[src/core/cdf_pkg.sv]
// constants for the clock divider fanout configuration block
package cdf_pkg;
	// configuration word layout (bit index = documented position minus one)
	localparam int CFG_WIDTH        = 22;
	localparam int NUM_BANKS        = 4;
	localparam int NUM_OUTS         = 8;
	localparam int DIV_CODE_W       = 3;
	localparam int DIV_CNT_W        = 3;
	localparam int POS_BANK_A_TYPE  = 0;
	localparam int POS_BCD_TYPE     = 1;
	localparam int POS_OE_LSB       = 2;
	localparam int POS_DIV_A_MSB    = 10;
	localparam int DIV_FIELD_STRIDE = 3;
	localparam logic [21:0] CFG_RESET = 22'h000000;
	// output type encoding
	localparam logic TYPE_LVDS   = 1'b0;
	localparam logic TYPE_LVPECL = 1'b1;
	// disabled output static level: true side low, complement side high
	localparam logic DIS_TRUE_LVL = 1'b0;
	// divider codes
	localparam logic [2:0] CODE_DIV1 = 3'h0;
	localparam logic [2:0] CODE_DIV2 = 3'h1;
	localparam logic [2:0] CODE_DIV3 = 3'h2;
	localparam logic [2:0] CODE_DIV4 = 3'h3;
	localparam logic [2:0] CODE_DIV5 = 3'h4;
	localparam logic [2:0] CODE_DIV6 = 3'h5;
	localparam logic [2:0] CODE_RSVD = 3'h6;
	localparam logic [2:0] CODE_DIV8 = 3'h7;
	// serial port timing at 250 MHz (figures in ns)
	localparam int CLK_PERIOD_NS    = 4;
	localparam int SCLK_HI_MIN_NS   = 25;
	localparam int SCLK_HI_MIN_CYC  = (SCLK_HI_MIN_NS + CLK_PERIOD_NS - 1) / CLK_PERIOD_NS;
	localparam int MISO_DELAY_MAX_NS  = 10;
	localparam int MISO_DELAY_MAX_CYC = MISO_DELAY_MAX_NS / CLK_PERIOD_NS;
	typedef enum logic [1:0] {
		CDF_ST_HOLD,
		CDF_ST_RUN
	} cdf_div_state_type;
endpackage
[src/core/cdf_bank_div.sv]
// one bank divider with code decode and glitch-free ratio change
`timescale 1ns/1ns
`default_nettype none
module cdf_bank_div (
	input  wire logic       core_clk,
	input  wire logic       sys_rst,
	input  wire logic       clk_en,
	input  wire logic       div_hold,
	input  wire logic [2:0] div_code,
	output logic            div_out
);
	// ----------------------------------------------------------------
	// ratio decode
	// ----------------------------------------------------------------
	function automatic logic [3:0] cdf_ratio(input logic [2:0] code);
		case (code)
			cdf_pkg::CODE_DIV1: cdf_ratio = 4'h1;
			cdf_pkg::CODE_DIV2: cdf_ratio = 4'h2;
			cdf_pkg::CODE_DIV3: cdf_ratio = 4'h3;
			cdf_pkg::CODE_DIV4: cdf_ratio = 4'h4;
			cdf_pkg::CODE_DIV5: cdf_ratio = 4'h5;
			cdf_pkg::CODE_DIV6: cdf_ratio = 4'h6;
			cdf_pkg::CODE_DIV8: cdf_ratio = 4'h8;
			default:            cdf_ratio = 4'h1; // reserved code runs as divide by one
		endcase
	endfunction

	logic [3:0] ratio_r;
	logic [3:0] cnt_r;
	logic [3:0] ratio_live;
	logic       hi_phase;
	logic       wrap;

	assign ratio_live = cdf_ratio(div_code);
	assign wrap       = (cnt_r == ratio_r - 4'h1);
	// high for the first ceil(n/2) counts; divide by one toggles on every enabled cycle
	assign hi_phase   = (cnt_r < ((ratio_r + 4'h1) >> 1));

	// ----------------------------------------------------------------
	// counter: held at zero in reset, ratio latched only at wrap or during hold
	// ----------------------------------------------------------------
	always_ff @(posedge core_clk or posedge sys_rst) begin
		if (sys_rst) begin
			cnt_r   <= 4'h0;
			ratio_r <= 4'h1;
		end else if (clk_en) begin
			if (div_hold) begin
				cnt_r   <= 4'h0;
				ratio_r <= ratio_live;
			end else if (wrap) begin
				cnt_r   <= 4'h0;
				ratio_r <= ratio_live;
			end else begin
				cnt_r <= cnt_r + 4'h1;
			end
		end
	end

	// registered output; first high appears on the edge after hold release
	always_ff @(posedge core_clk or posedge sys_rst) begin
		if (sys_rst) begin
			div_out <= 1'b0;
		end else if (clk_en) begin
			if (div_hold) begin
				div_out <= 1'b0;
			end else if (ratio_r == 4'h1) begin
				div_out <= ~div_out;
			end else begin
				div_out <= hi_phase;
			end
		end
	end
endmodule // cdf_bank_div
`default_nettype wire

[src/core/cdf_fanout_ctrl.sv]
// configuration port, output gating and bank dividers of the fanout buffer
// Operation
// - global enable low forces every output disabled, ignoring per-output enables
// - global enable high: each output follows its own enable bit
// - disabled output is static low/high in LVDS style
// - outputs stay disabled after power-up until a word is loaded
// - bit D1 types bank A, D2 types banks B-D; low LVDS, high LVPECL
// - each bank divides by 1,2,3,4,5,6 or 8 independently
// - divider code 000..101 give 1..6, 111 gives 8, 110 reserved
// - divider codes sit at D22..D11, bit 0 first per bank D,C,B,A
// - enables sit at D10..D3: D1,D0,C1,C0,B1,B0,A1,A0
// - divider reset low holds all dividers in reset
// - on divider reset release all dividers start and go high together
// - shifted bits become active when the load strobe goes high
// - data-out pin lets the controller read the port back
`timescale 1ns/1ns
`default_nettype none
module cdf_fanout_ctrl #(
	parameter int CFG_W = cdf_pkg::CFG_WIDTH
) (
	input  wire logic       core_clk,
	input  wire logic       sys_rst,
	input  wire logic       clk_en,
	input  wire logic       shift_clk,
	input  wire logic       serial_data_in,
	input  wire logic       load_strobe,
	input  wire logic       global_oe,
	input  wire logic       divider_reset_n,
	output logic            serial_data_out,
	output logic [7:0]      out_p,
	output logic [7:0]      out_n,
	output logic [7:0]      out_active,
	output logic [7:0]      out_type_lvpecl,
	output logic            configured,
	output logic [CFG_W-1:0] active_cfg
);
	// ----------------------------------------------------------------
	// serial input edge detection
	// ----------------------------------------------------------------
	logic             sclk_d_r;
	logic             le_d_r;
	logic [CFG_W-1:0] shift_r;
	logic [CFG_W-1:0] cfg_r;
	logic             loaded_r;
	logic             sclk_rise;
	logic             le_rise;
	logic [3:0]       bank_clk;
	logic [7:0]       out_en;
	logic [7:0]       oe_bits;

	assign sclk_rise = shift_clk & ~sclk_d_r;
	assign le_rise   = load_strobe & ~le_d_r;

	always_ff @(posedge core_clk or posedge sys_rst) begin
		if (sys_rst) begin
			sclk_d_r <= 1'b0;
			le_d_r   <= 1'b0;
		end else if (clk_en) begin
			sclk_d_r <= shift_clk;
			le_d_r   <= load_strobe;
		end
	end

	// ----------------------------------------------------------------
	// shift register: first bit sent ends at the top (D22)
	// ----------------------------------------------------------------
	always_ff @(posedge core_clk or posedge sys_rst) begin
		if (sys_rst) begin
			shift_r <= cdf_pkg::CFG_RESET;
		end else if (clk_en && sclk_rise && !load_strobe) begin
			shift_r <= {shift_r[CFG_W-2:0], serial_data_in};
		end
	end

	// readback: bit leaving the top of the register
	always_ff @(posedge core_clk or posedge sys_rst) begin
		if (sys_rst) begin
			serial_data_out <= 1'b0;
		end else if (clk_en) begin
			serial_data_out <= shift_r[CFG_W-1];
		end
	end

	// ----------------------------------------------------------------
	// active word, latched on load strobe rise
	// ----------------------------------------------------------------
	always_ff @(posedge core_clk or posedge sys_rst) begin
		if (sys_rst) begin
			cfg_r    <= cdf_pkg::CFG_RESET;
			loaded_r <= 1'b0;
		end else if (clk_en && le_rise) begin
			cfg_r    <= shift_r;
			loaded_r <= 1'b1;
		end
	end

	assign active_cfg = cfg_r;
	assign configured = loaded_r;

	// ----------------------------------------------------------------
	// bank dividers, index 0 = bank A .. 3 = bank D
	// ----------------------------------------------------------------
	for (genvar b = 0; b < cdf_pkg::NUM_BANKS; b++) begin : g_bank
		localparam int MSB = cdf_pkg::POS_DIV_A_MSB + b * cdf_pkg::DIV_FIELD_STRIDE;
		logic [2:0] code;
		// field is sent bit 0 first, so bit 0 sits at the highest position
		// code bit 2 sits at the field's lowest position, bit 0 two above it
		assign code = {cfg_r[MSB], cfg_r[MSB+1], cfg_r[MSB+2]};
		cdf_bank_div u_div (
			.core_clk (core_clk),
			.sys_rst  (sys_rst),
			.clk_en   (clk_en),
			.div_hold (~divider_reset_n),
			.div_code (code),
			.div_out  (bank_clk[b])
		);
	end

	// ----------------------------------------------------------------
	// enable gating and output type
	// ----------------------------------------------------------------
	assign oe_bits = cfg_r[cdf_pkg::POS_OE_LSB +: 8];
	assign out_en  = (global_oe && loaded_r) ? oe_bits : 8'h00;

	always_ff @(posedge core_clk or posedge sys_rst) begin
		if (sys_rst) begin
			out_p           <= 8'h00;
			out_n           <= 8'hFF;
			out_active      <= 8'h00;
			out_type_lvpecl <= 8'h00;
		end else if (clk_en) begin
			for (int i = 0; i < cdf_pkg::NUM_OUTS; i++) begin
				out_active[i] <= out_en[i];
				if (out_en[i]) begin
					out_p[i] <= bank_clk[i/2];
					out_n[i] <= ~bank_clk[i/2];
					out_type_lvpecl[i] <= (i < 2) ? cfg_r[cdf_pkg::POS_BANK_A_TYPE]
						: cfg_r[cdf_pkg::POS_BCD_TYPE];
				end else begin
					out_p[i] <= cdf_pkg::DIS_TRUE_LVL;
					out_n[i] <= ~cdf_pkg::DIS_TRUE_LVL;
					out_type_lvpecl[i] <= cdf_pkg::TYPE_LVDS;
				end
			end
		end
	end
endmodule // cdf_fanout_ctrl
`default_nettype wire

[config.mk]
export PLATFORM = sky130hd
export DESIGN_NAME = cdf_fanout_ctrl
export DESIGN_NICKNAME = d
export VERILOG_FILES = /design/src/core/cdf_pkg.sv /design/src/core/cdf_bank_div.sv /design/src/core/cdf_fanout_ctrl.sv
export SDC_FILE = /design/constraint.sdc
export NUM_CORES = 1
export LEC_CHECK = 0
export ABC_AREA = 1
export ABC_CLOCK_PERIOD_IN_PS = 5600
export BUFFER_PORTS_ARGS = -buffer_cell sky130_fd_sc_hd__buf_2
export CORE_MARGIN = 1.5
export CORE_UTILIZATION = 55
export CTS_BUF_LIST = sky130_fd_sc_hd__clkbuf_16
export CTS_CLUSTER_SIZE = 14
export DETAILED_ROUTE_END_ITERATION = 10
export PLACE_DENSITY = 0.82
export RECOVER_POWER = 50
export SYNTH_ARGS = -nofsm -noshare
export SYNTH_HDL_FRONTEND = slang
export SYNTH_SLANG_ARGS = --single-unit
export TNS_END_PERCENT = 50
[constraint.sdc]
create_clock -name core_clk -period 5.6 [get_ports core_clk]
set_input_delay 0 -clock core_clk [delete_from_list [all_inputs] [get_ports core_clk]]
set_output_delay 0 -clock core_clk [all_outputs]
set_load 0.05 [all_outputs]
==> flow_summary.yaml <==
synthesis:
  synthDominantCellAreaShare: 0.447
  synth-seq-area-share: 0.501
  yosys_warnings: 0
  synth_xor_area_frac: 0.0301
  synth_area_um2: 5820
  synth_adder_area_share: 0.0516
  avgSynthCellArea_um2: 8.52
  synth_cells: 683
  synth_simple_gate_area_frac: 0.243
  yosys.area.top_type: "dfrtp_1"
  synth_top_family_by_area: "simple AND/OR/NAND/NOR gates"
  synth_seq_cells: 116
  synthMuxAreaShare: 0
  synth_area_leaders: "dfrtp_1 (45%), nand2_1 (13%), dfstp_2 (5.4%), inv_1 (5.4%), ha_1 (5.2%)"
  ys_types: 31
  synthesis.nets: 715
  synth_compound_area_frac: 0.0894
timing:
  finalSetupTns_ns: 0
  period_needed_ns: 3.22
  tightest_slew_ns: 2.87
  timing_hold_violations_final: 0
  drv_slew: 163
  fin_ws_ns: 2.38
  period_share: 0.576
  holdWs_ns: 0.0676
  grt_setup_unrepaired: "no"
  setup_viol: 0
  max_freq_mhz: 310
  relSlewSlack: -0.926
  fin_worst_skew_ns: 0.00821
finish:
  area_delta_synth_final_pct: 14.5
  drive_gt1_frac: 0.129
  nNetsFinal: 784
  diodes: 0
  fin_util: 0.648
placed_design:
  io_buffers: 63
  place_congestion: 0.900
  dp_hpwl_um: 8630
  pre_cts_slack_ns: 3.42
hold_path:
  hold_depth: 5
  hp-class: "in -> reg"
clocking:
  htreeDepth: 4
  cts.clk_slew.worst_paths_ns: 0.06
  cts_tree: "done"
  clock_latency_ns: 0.41
  clkSinkCount: 116
  cts_buffers: 17
  clock_path_buffers: 2
  root_buffer: "clkbuf_16"
  cts_resized: 0
global_routing:
  grt_pass1_wl_um: 22200
  grt_usage: 0.253
  busiest_layer: "met2"
  grt_overflow: 0
  grt_max_degree: 70
  grt_pass1_vias: 4719
  antenna_found_initial: 0
  grt_use_met3: 0.0581
  met2_usage: 0.433
  use_met1: 0.314
route:
  drc_errors: 0
  detail-route-antenna-nets: 0
  wl_per_cell_um: 14.9
  drt_iter0_drc: 460
  routed_wl_um: 13400
  dr.pass1.iters: 5
  vias: 4823
  vias_per_cell: 5.35
floorplanning:
  coreArea_um2: 10300
  die_x_um: 106
  ios: 64
  start_util: 0.566
  row_count: 37
  die_area_um2: 11200
  die_h_um: 106
worst_setup_path:
  worstPathRequired_ns: 5.92
  reg2regPathDepth: 10
  critPathMaxStageDelay_ns: 1.68
  cp_max_fo: 47
  cp_cell_sequence: "clkbuf_1 > inv_2 > nor2_4 > nand2_1 > o21ai_0"
  slowest_stage: "clkbuf_1"
  worstPathArrival_ns: 3.55
  critPathCaptureType: "register"
  cp-start-kind: "input port"
  path_class: "in -> reg"
power:
  power_density_nw_per_um2: 531
  p_leak_nw: 3.28
  power.ir.vdd_worst_mv: 0.361
  total_power_mw: 3.54
run:
  cap_viol_max_count: 3
run_status:
  status: "finished with violations"
  violations: "capacitance limit, slew limit"
[state kept, by name (all words and copies together) (netlist names)]
signal,cells
le_d_r,1
sclk_d_r,1
serial_data_out,1
g_bank.u_div.ratio_r,16
out_n,8
shift_r,22
configured,1
g_bank.u_div.cnt_r,16
out_type_lvpecl,8
active_cfg,22
g_bank.u_div.div_out,4
out_p,8
out_active,8
[placed cells by master (no fill, tap or decap), types with 2 or more instances in the layout]
cell type	count
clkinv_1	2
inv_2	10
clkbuf_16	17
xor2_1	16
xnor2_1	4
nand4_1	3
a21oi_1	10
buf_2	6
and2_1	3
dfstp_2	12
inv_1	85
nor2_2	14
clkinv_2	2
nand3_1	36
ha_1	24
nand2_4	8
nand2_1	206
clkinv_4	2
nand3_2	5
dlygate4sd3_1	4
a31oi_1	8
nand2_2	10
o21ai_1	6
dfrtp_1	104
clkinvlp_4	5
nor2_1	27
clkbuf_1	58
o21ai_0	67
[cell families (layout without fill, tap and decap cells)]
family,Yosys count,after routing
buffers and inverters,113,195
AO/OA/AOI/OAI,94,94
AND/OR/NAND/NOR,316,316
adder cells (fa/ha/maj),24,24
XOR/XNOR,20,20
flip-flops,116,116
[path summary, 6_finish.rpt]
kind	end	startpoint	slack, ns
setup / recovery	out_p[4]	clk_en	2.38
hold / removal	g_bank[3].u_div.ratio_r[0]	divider_reset_n	0.07
setup reg to reg	g_bank[1].u_div.ratio_r[3]	g_bank[1].u_div.ratio_r[0]	3.52
hold reg to reg	sclk_d_r	sclk_d_r	0.47
max in group asynchronous	g_bank[2].u_div.ratio_r[2]	sys_rst	3.06
min in group asynchronous	shift_r[2]	sys_rst	0.94
[layer usage]
metal / wire, µm / part of all wire
met5: 0 / 0
met4: 341 / 0.025
met3: 684 / 0.051
met1: 5480 / 0.41
met2: 6920 / 0.52
[layout make-up]
type,count,area (µm²)
Timing Repair Buffer,69,295
Clock inverter,15,119
Clock buffer,17,425
Sequential cell,116,2920
Fill cell,834,3620
Inverter,94,354
Tap cell,136,170
Multi-Input combinational cell,454,2380
[synthesized netlist by cell type]
library cell,count
nand2_1,206
dfrtp_1,104
inv_1,84
o21ai_0,51
nand3_1,36
nor2_1,27
ha_1,24
xor2_1,16
nor2_2,14
o21ai_1,14
dfstp_2,12
a21oi_1,10
inv_2,10
nand2_2,10
o21ai_2,9
a31oi_1,8
buf_6,8
nand2_4,8
clkbuf_1,7
nand3_2,5
xnor2_1,4
and2_1,3
buf_2,3
nand4_1,3
a21boi_0,1
a21oi_2,1
and2_4,1
buf_4,1
nor2_4,1
nor3_1,1
or3_1,1
[stage by stage]
| stage | area (µm²) | cells |
|---|---|---|
| 6_report | 6660 | 901 |
| 5_1_grt | 6660 | 901 |
| 4_1_cts | 6770 | 901 |
| 3_5_place_dp | 6180 | 865 |
| 3_3_place_gp | 6180 | 865 |
| 2_1_floorplan | 5820 | 683 |
[power by group]
group | internal [mW] | total (mW) | leakage (nW) | switching, mW
registers | 1.05 | 1.28 | 1.52 | 0.234
clock network | 0.602 | 0.992 | 0.259 | 0.390
logic | 0.398 | 1.26 | 1.50 | 0.865
[worst max-delay path: cells and delay by family]
family,cells,cell delay [ns]
simple gates,2,0.78
buf+inv,2,2.52
compound gates,1,0.23
[what timing repair did]
item / in CTS / in global routing
buffers inserted: 0 / 0
hold buffers: 4 / 0
endpoints found under the hold margin: 68 / 0
No activity file was read; power rests on OpenSTA's default activity.
